==> src/hdl/clear_complement_pkg.sv <==
// constants for the clear / complement / watchdog-restart decoder
package clear_complement_pkg;
    // byte offsets on the register bus
    localparam logic [7:0] ADDR_INSTR  = 8'h00;
    localparam logic [7:0] ADDR_ACCUM  = 8'h04;
    localparam logic [7:0] ADDR_STATUS = 8'h08;
    localparam logic [7:0] ADDR_FADDR  = 8'h0c;
    localparam logic [7:0] ADDR_FDATA  = 8'h10;
    // instruction encodings
    localparam int          INSTR_W        = 14;
    localparam logic [6:0]  CLEAR_FILE_HI  = 7'h03;
    localparam logic [13:0] CLEAR_ACC_CODE = 14'h0103;
    localparam logic [13:0] WDT_CODE       = 14'h0064;
    localparam logic [5:0]  COMPLEMENT_HI  = 6'h09;
    localparam int          DEST_BIT       = 7;
    // status bit positions
    localparam int ST_ZERO    = 0;
    localparam int ST_PD      = 1;
    localparam int ST_TO      = 2;
    localparam int ST_UNKNOWN = 3;
    // values after reset
    localparam logic [13:0] RST_INSTR   = 14'h0000;
    localparam logic [7:0]  RST_ACCUM   = 8'h00;
    localparam logic [6:0]  RST_FADDR   = 7'h00;
    localparam logic        RST_ZERO    = 1'b0;
    localparam logic        RST_TIMEOUT = 1'b1;
    localparam logic        RST_PD      = 1'b1;
    typedef enum logic [1:0] {
        S_IDLE = 2'b00,
        S_READ = 2'b01,
        S_EXEC = 2'b10,
        S_DONE = 2'b11
    } seq_state_t;
endpackage : clear_complement_pkg

==> src/hdl/file_mem.sv <==
// file register memory with registered read data
`timescale 1ns/100ps
module file_mem #(
    parameter int AW = 7,
    parameter int DW = 8
) (
    input  wire logic          clk_i,
    input  wire logic          we_i,
    input  wire logic [AW-1:0] waddr_i,
    input  wire logic [DW-1:0] wdata_i,
    input  wire logic [AW-1:0] raddr_i,
    output logic      [DW-1:0] rdata_o
);
    logic [DW-1:0] mem_q [2**AW];

    // read before write: a same-address read returns the old word
    always_ff @(posedge clk_i) begin
        if (we_i) begin
            mem_q[waddr_i] <= wdata_i;
        end
        rdata_o <= mem_q[raddr_i];
    end
endmodule : file_mem

==> src/hdl/clear_complement_ops.sv <==
// decode and execute of clear, clear-w, watchdog restart and complement
//
// Chosen here: the register offsets and the Wishbone interface to the registers.
`timescale 1ns/100ps
module clear_complement_ops
    import clear_complement_pkg::*;
(
    input  wire logic        clk_i,
    input  wire logic        rst_i,
    input  wire logic [7:0]  adr_i,
    input  wire logic [31:0] dat_i,
    input  wire logic [3:0]  sel_i,
    input  wire logic        we_i,
    input  wire logic        cyc_i,
    input  wire logic        stb_i,
    input  wire logic        wdt_timeout_i,
    input  wire logic        sleep_i,
    output logic      [31:0] dat_o,
    output logic             ack_o,
    output logic             wdt_clear_o,
    output logic             prescale_clear_o
);
    seq_state_t    state_q, state_d;
    logic [5:0]    adr_q, adr_d;
    logic          we_q, we_d;
    logic [31:0]   wd_q, wd_d;
    logic [3:0]    sel_q, sel_d;
    logic [31:0]   rd_q, rd_d;
    logic          ack_q, ack_d;
    logic [13:0]   instr_q, instr_d;
    logic [7:0]    accum_q, accum_d;
    logic [6:0]    faddr_q, faddr_d;
    logic          zero_q, zero_d;
    logic          timeout_q, timeout_d;
    logic          powerdown_q, powerdown_d;
    logic          unknown_q, unknown_d;
    logic          wdclr_q, wdclr_d;
    logic          psclr_q, psclr_d;
    logic          mem_we;
    logic [6:0]    mem_waddr;
    logic [7:0]    mem_wdata;
    logic [6:0]    mem_raddr;
    logic [7:0]    mem_rdata;
    logic [7:0]    adr_byte;
    logic [31:0]   byte_mask;
    logic [13:0]   instr_new;
    logic          exec;
    logic          issue;
    logic          op_clear_file_op;
    logic          op_clear_accumulator_op;
    logic          op_wdt;
    logic          op_complement_file_op;
    logic          dest_file;
    logic [7:0]    comp;

    assign adr_byte  = {adr_q, 2'b00};
    assign byte_mask = {{8{sel_q[3]}}, {8{sel_q[2]}},
                        {8{sel_q[1]}}, {8{sel_q[0]}}};
    assign exec      = (state_q == S_EXEC);
    assign issue     = exec && we_q && (adr_byte == ADDR_INSTR);
    assign instr_new = (instr_q & ~byte_mask[13:0])
                     | (wd_q[13:0] & byte_mask[13:0]);
    assign op_clear_file_op   = issue && (instr_new[13:7] == CLEAR_FILE_HI);
    assign op_clear_accumulator_op   = issue && (instr_new == CLEAR_ACC_CODE);
    assign op_wdt    = issue && (instr_new == WDT_CODE);
    assign op_complement_file_op   = issue && (instr_new[13:8] == COMPLEMENT_HI);
    assign dest_file = instr_new[DEST_BIT];
    assign comp      = ~mem_rdata;
    // the file operand is read during S_READ, so it is ready in S_EXEC
    assign mem_raddr = (adr_byte == ADDR_INSTR) ? instr_new[6:0] : faddr_q;

    file_mem #(
        .AW (7),
        .DW (8)
    ) u_file_mem (
        .clk_i   (clk_i),
        .we_i    (mem_we),
        .waddr_i (mem_waddr),
        .wdata_i (mem_wdata),
        .raddr_i (mem_raddr),
        .rdata_o (mem_rdata)
    );

    always_comb begin
        state_d     = state_q;
        adr_d       = adr_q;
        we_d        = we_q;
        wd_d        = wd_q;
        sel_d       = sel_q;
        rd_d        = rd_q;
        ack_d       = 1'b0;
        instr_d     = instr_q;
        accum_d     = accum_q;
        faddr_d     = faddr_q;
        zero_d      = zero_q;
        timeout_d   = timeout_q;
        powerdown_d = powerdown_q;
        unknown_d   = unknown_q;
        wdclr_d     = 1'b0;
        psclr_d     = 1'b0;
        mem_we      = 1'b0;
        mem_waddr   = faddr_q;
        mem_wdata   = wd_q[7:0];
        unique case (state_q)
            S_IDLE: begin
                if (cyc_i && stb_i) begin
                    adr_d   = adr_i[7:2];
                    we_d    = we_i;
                    wd_d    = dat_i;
                    sel_d   = sel_i;
                    state_d = S_READ;
                end
            end
            S_READ: begin
                state_d = S_EXEC;
            end
            S_EXEC: begin
                ack_d   = 1'b1;
                state_d = S_DONE;
                unique case (adr_byte)
                    ADDR_INSTR:  rd_d = {18'h0, instr_q};
                    ADDR_ACCUM:  rd_d = {24'h0, accum_q};
                    ADDR_STATUS: rd_d = {28'h0, unknown_q, timeout_q,
                                         powerdown_q, zero_q};
                    ADDR_FADDR:  rd_d = {25'h0, faddr_q};
                    ADDR_FDATA:  rd_d = {24'h0, mem_rdata};
                    default:     rd_d = 32'h0;
                endcase
                if (we_q) begin
                    unique case (adr_byte)
                        ADDR_INSTR: instr_d = instr_new;
                        ADDR_ACCUM: begin
                            if (sel_q[0]) begin
                                accum_d = wd_q[7:0];
                            end
                        end
                        ADDR_STATUS: begin
                            if (sel_q[0]) begin
                                zero_d = wd_q[ST_ZERO];
                                // write one to clear, sticky otherwise
                                if (wd_q[ST_UNKNOWN]) begin
                                    unknown_d = 1'b0;
                                end
                            end
                        end
                        ADDR_FADDR: begin
                            if (sel_q[0]) begin
                                faddr_d = wd_q[6:0];
                            end
                        end
                        ADDR_FDATA: mem_we = sel_q[0];
                        default: ;
                    endcase
                end
            end
            S_DONE: begin
                state_d = S_IDLE;
            end
        endcase
        if (op_clear_file_op) begin
            mem_we    = 1'b1;
            mem_waddr = instr_new[6:0];
            mem_wdata = 8'h00;
            zero_d    = 1'b1;
        end
        if (op_clear_accumulator_op) begin
            accum_d = 8'h00;
            zero_d  = 1'b1;
        end
        if (op_complement_file_op) begin
            zero_d = (comp == 8'h00);
            if (dest_file) begin
                mem_we    = 1'b1;
                mem_waddr = instr_new[6:0];
                mem_wdata = comp;
            end else begin
                accum_d = comp;
            end
        end
        if (issue && !(op_clear_file_op || op_clear_accumulator_op || op_wdt || op_complement_file_op)) begin
            unknown_d = 1'b1;
        end
        // the far side clears; a restart in the same cycle wins
        if (wdt_timeout_i) begin
            timeout_d = 1'b0;
        end
        if (sleep_i) begin
            powerdown_d = 1'b0;
        end
        if (op_wdt) begin
            wdclr_d     = 1'b1;
            psclr_d     = 1'b1;
            timeout_d   = 1'b1;
            powerdown_d = 1'b1;
        end
    end

    always_ff @(posedge clk_i) begin
        if (rst_i) begin
            state_q     <= S_IDLE;
            adr_q       <= 6'h00;
            we_q        <= 1'b0;
            wd_q        <= 32'h0;
            sel_q       <= 4'h0;
            rd_q        <= 32'h0;
            ack_q       <= 1'b0;
            instr_q     <= RST_INSTR;
            accum_q     <= RST_ACCUM;
            faddr_q     <= RST_FADDR;
            zero_q      <= RST_ZERO;
            timeout_q   <= RST_TIMEOUT;
            powerdown_q <= RST_PD;
            unknown_q   <= 1'b0;
            wdclr_q     <= 1'b0;
            psclr_q     <= 1'b0;
        end else begin
            state_q     <= state_d;
            adr_q       <= adr_d;
            we_q        <= we_d;
            wd_q        <= wd_d;
            sel_q       <= sel_d;
            rd_q        <= rd_d;
            ack_q       <= ack_d;
            instr_q     <= instr_d;
            accum_q     <= accum_d;
            faddr_q     <= faddr_d;
            zero_q      <= zero_d;
            timeout_q   <= timeout_d;
            powerdown_q <= powerdown_d;
            unknown_q   <= unknown_d;
            wdclr_q     <= wdclr_d;
            psclr_q     <= psclr_d;
        end
    end

    assign dat_o            = rd_q;
    assign ack_o            = ack_q;
    assign wdt_clear_o      = wdclr_q;
    assign prescale_clear_o = psclr_q;
endmodule : clear_complement_ops

==> config.mk <==
export PLATFORM = sky130hd
export DESIGN_NAME = clear_complement_ops
export DESIGN_NICKNAME = d
export VERILOG_FILES = /design/src/hdl/clear_complement_pkg.sv /design/src/hdl/file_mem.sv /design/src/hdl/clear_complement_ops.sv
export SDC_FILE = /design/constraint.sdc
export NUM_CORES = 2
export LEC_CHECK = 0
export BUFFER_PORTS_ARGS = -buffer_cell sky130_fd_sc_hd__buf_2
export CAP_MARGIN = 20
export CORE_MARGIN = 3
export CORE_UTILIZATION = 43
export DETAILED_ROUTE_END_ITERATION = 12
export PLACE_DENSITY = 0.68
export SLEW_MARGIN = 0
export SYNTH_ARGS = -nofsm -noshare
export SYNTH_HDL_FRONTEND = slang
export SYNTH_HIERARCHICAL = 1
export SYNTH_SLANG_ARGS = --single-unit
==> constraint.sdc <==
create_clock -name clk_i -period 8.9 [get_ports clk_i]
set_input_delay 0.89 -clock clk_i [delete_from_list [all_inputs] [get_ports clk_i]]
set_output_delay 0.89 -clock clk_i [all_outputs]
set_load 0.01 [all_outputs]
==> impl_results.md <==
- CTS Root Buffer Type: clkbuf_16
- Worst hold slack across all endpoints: 0.419 ns
- Clock transition at the register clock pins on the worst setup and hold paths after CTS: 0.06 ns
- Seq/Total Area, Yosys: 0.746
- Run status: finished clean
- Max Clock Skew: 0.0374 ns
- Synth-to-Final Area Change: 12.2%
- Worst min-delay path endpoint: timeout_q$_SDFFE_PP1P_
- Internal power: 9790 µW
- Worst reg2reg startpoint: adr_q[5]$_SDFFE_PP0P_
- Synth Cell Area: 43400 µm²
- GR Util All Layers: 0.180
- Setup repair bufs after CTS: 0
- Number of maximum-capacitance constraint violations: 0
- Worst EP arrival: between 5 and 6 ns
- DRT iter0 DRCs: 2585
- Post-detailed-routing wire length: 93.4 mm
- Post-synth EDFFs: 1024
- Place WS: 3.23 ns
- Top post-synthesis cells by area: edfxtp_1 71%, mux4_2 17%, dfxtp_1 3.8%
- Number of vias per cell: approximately 5.8
- Unrepaired setup endpoints after global routing: false
- Final number of hold-violating endpoints: 0
- Effective utilization at floorplan: 0.437
- Share of synthesized registers carrying an async set or reset: 0
- Kind of capture point of the worst setup path: register
- Minimum clock period after layout: 5.36 ns
- Headroom to the max-slew limit: 0.289
- Leakage Power: 0.0150 µW
- Wire length of the first global-routing pass: 139 mm
- # H-tree levels: 3
- Number of endpoints failing setup at the final stage: 0
- Synth Area per Inst: 20.8 µm²
- Final worst setup slack: 3.54 ns
- Die outline area: roughly 100000 µm²
- Remaining routing DRC violations: 0
- Core area: about 99000 µm²
- Hold Path Cell Cnt: 2
- Count of instances resized after the clock tree is built: 0
- Count of state elements after synthesis: between 1000 and 1500
- Fraction of layout instances using a drive strength above 1: 0.281
- Worst-skew pair later-pin latency: 0.68 ns
- Worst-case reg-to-reg path depth: 12
- Data required time of the worst path: 9.47 ns
- Initial antenna violation count: 1
- Most numerous cell types in the synthesized netlist: 1024 x edfxtp_1, 336 x mux4_2, 171 x nor2_1
- Filler cells: just under 8000
- Routed length per instance: 26.3 µm
- Half-perimeter wire length of the detailed placement result: 56.0 mm
- Clock tree from TritonCTS: yes
- Final Total Pwr: 13300 µW
- Number of standard cells after synthesis: 2086
- Worst reg2reg endpoint: u_file_mem/rdata_o[1]$_DFF_P_
- Power Dens Cells: ~270 nW/µm²
- Share of total power in the clock network: 0.332
- Proportion of power drawn by flip-flops and latches: 0.442
- Vertical extent of the die: about 320 µm
- Final instance count without filler cells: ~3500
- Total number of yosys warnings: 6
- Via count of the first global-routing pass: around 21000
- Row count: 115
- Clock tree buffer depth: 3
- Die width: 324 µm
- Top-level I/O count: 86
- Cell with the most instances after synthesis: edfxtp_1
- Fmax: 0.187 GHz
- Library cells used by synthesis: 50
- Largest vdd supply drop: 0.236 mV
- Final period utilization: 0.602
- Hold Startpoint: wdt_timeout_i
- Critical Setup Path Class: reg -> reg
- Switching pwr: 3520 µW
- Via count: 20600
- Pin count of the biggest net entering global routing: 134
- Cell taking the most area after synthesis: edfxtp_1
- Comb power frac: 0.226
- Worst-path maximum fanout: 133
- Worst-Margin Slew: 1.07 ns
- Final setup TNS: 0 ns
- Count of clock tree sinks: between 1000 and 1500
- Net count, final: about 2200
- Worst setup SP type: register
- Yosys top cell area share: 0.708
- Slack of the worst reg-to-reg path: 3.54 ns
- Switching power as a share of total power: 0.264
- First-pass iteration count of the detailed router: 7
- Placed cell count: between 3000 and 4000
- Gr ovfl total: 0
- I/O Buffers: 45
- Most common flop cell mapped by yosys: edfxtp_1
- Number of clock buffers inserted by TritonCTS: ~110
- Hold crit path type: in -> reg
- Final weighted congestion of routability-driven global placement: 0.808
- CTS hold repair buffers: 0
- Final-report max-slew violation count: 0
- Antenna viol nets, final: 0
[layout make-up]
class / instances / area (µm²) / area share
Inverter: 6 / 22.5 / 0.000463
Clock buffer: 130 / 2850 / 0.0585
Multi-Input combinational cell: 852 / 10500 / 0.216
Antenna cell: 1 / 2.50 / 0.0000514
Sequential cell: 1106 / 32400 / 0.665
Tap cell: 1287 / 1610 / 0.0331
Clock inverter: 68 / 598 / 0.0123
Timing Repair Buffer: 97 / 716 / 0.0147
[per-layer routing]
metal  share of wire  vias to the layer above  global-route usage  wire length, µm
met4           0.020                        2              0.0485             1900
met1            0.41                    10900               0.256            38300
met5          0.0011                        -             0.00726              107
met3           0.084                      116              0.0376             7880
met2            0.48                      871               0.286            45200
li1                -                     8749                   -                -
[worst max-delay path by stage]
stage          cells after the start               startpoint  slack (ns)                          endpoint
2_1_floorplan                      7  state_q[0]$_SDFFE_PP0P_        1.13  u_file_mem/mem_q[0][0]$_DFFE_PP_
3_3_place_gp                      11    adr_q[5]$_SDFFE_PP0P_        3.28     u_file_mem/rdata_o[5]$_DFF_P_
3_5_place_dp                      11    adr_q[5]$_SDFFE_PP0P_        3.23     u_file_mem/rdata_o[0]$_DFF_P_
4_1_cts                           11    adr_q[5]$_SDFFE_PP0P_        3.23     u_file_mem/rdata_o[5]$_DFF_P_
5_1_grt                           12    adr_q[5]$_SDFFE_PP0P_        3.33     u_file_mem/rdata_o[4]$_DFF_P_
6_report                          12    adr_q[5]$_SDFFE_PP0P_        3.54     u_file_mem/rdata_o[1]$_DFF_P_
[state kept, by name, indices dropped and copies added, names as in the netlist]
name	flops
accum_q	8
ack_o	1
adr_q	6
dat_o	14
faddr_q	7
instr_q	14
powerdown_q	1
prescale_clear_o	1
sel_q	2
state_q	2
timeout_q	1
u_file_mem/mem_q	1024
u_file_mem/rdata_o	8
unknown_q	1
wd_q	14
we_q	1
zero_q	1
[power by group through the flow]
stage	Clock, µW	Combinational (µW)	Sequential (µW)
detailed placement	0	3040	5990
global route	4710	3200	5880
global placement	0	2990	5990
finish	4410	3010	5890
CTS	4500	3040	5880
floorplan	0	2180	6000
[worst max-delay path: stages (launching register included)]
cell,delay [ns]
dfxtp_1,0.35
nor3_1,0.46
nand2_1,0.40
nor2_2,0.16
buf_4,0.30
nor2_1,0.12
a21oi_4,0.16
buf_4,0.58
buf_12,0.61
mux4_2,0.47
mux4_2,0.54
mux4_2,0.56
mux2_2,0.29
[layout by cell type (no fill, tap or decap), types with 6 or more instances in the layout]
| master | instances |
|---|---|
| a21oi_1 | 33 |
| a31oi_1 | 9 |
| buf_2 | 46 |
| buf_4 | 44 |
| bufinv_16 | 8 |
| clkbuf_1 | 16 |
| clkbuf_16 | 110 |
| clkinv_1 | 21 |
| clkinv_2 | 25 |
| clkinvlp_4 | 8 |
| conb_1 | 18 |
| dfxtp_1 | 82 |
| edfxtp_1 | 1024 |
| inv_1 | 6 |
| mux2_2 | 23 |
| mux2i_1 | 37 |
| mux4_2 | 336 |
| nand2_1 | 83 |
| nand3_1 | 16 |
| nor2_1 | 171 |
| nor2b_1 | 18 |
| nor3_1 | 17 |
| o21ai_0 | 9 |
| o21ai_4 | 8 |
| o22ai_1 | 9 |
[logic make-up after synthesis]
| logic type | Yosys count | synth area share |
|---|---|---|
| other | 1 | 0.0000864 |
| DFF | 1106 | 0.746 |
| AOI/OAI and AO/OA | 97 | 0.0135 |
| adders and majority gates | 2 | 0.000576 |
| buffers and inverters | 145 | 0.0164 |
| and+or+nand+nor | 339 | 0.0344 |
| muxes | 396 | 0.189 |
[metrics by stage]
| stage | utilization | instance area (µm²) |
|---|---|---|
| finish | 0.490 | 48700 |
| global route | 0.490 | 48700 |
| CTS | 0.489 | 48600 |
| detailed placement | 0.455 | 45100 |
| global placement | 0.454 | 45100 |
| floorplan | - | 43500 |
Power figures use the tool's default switching activity.
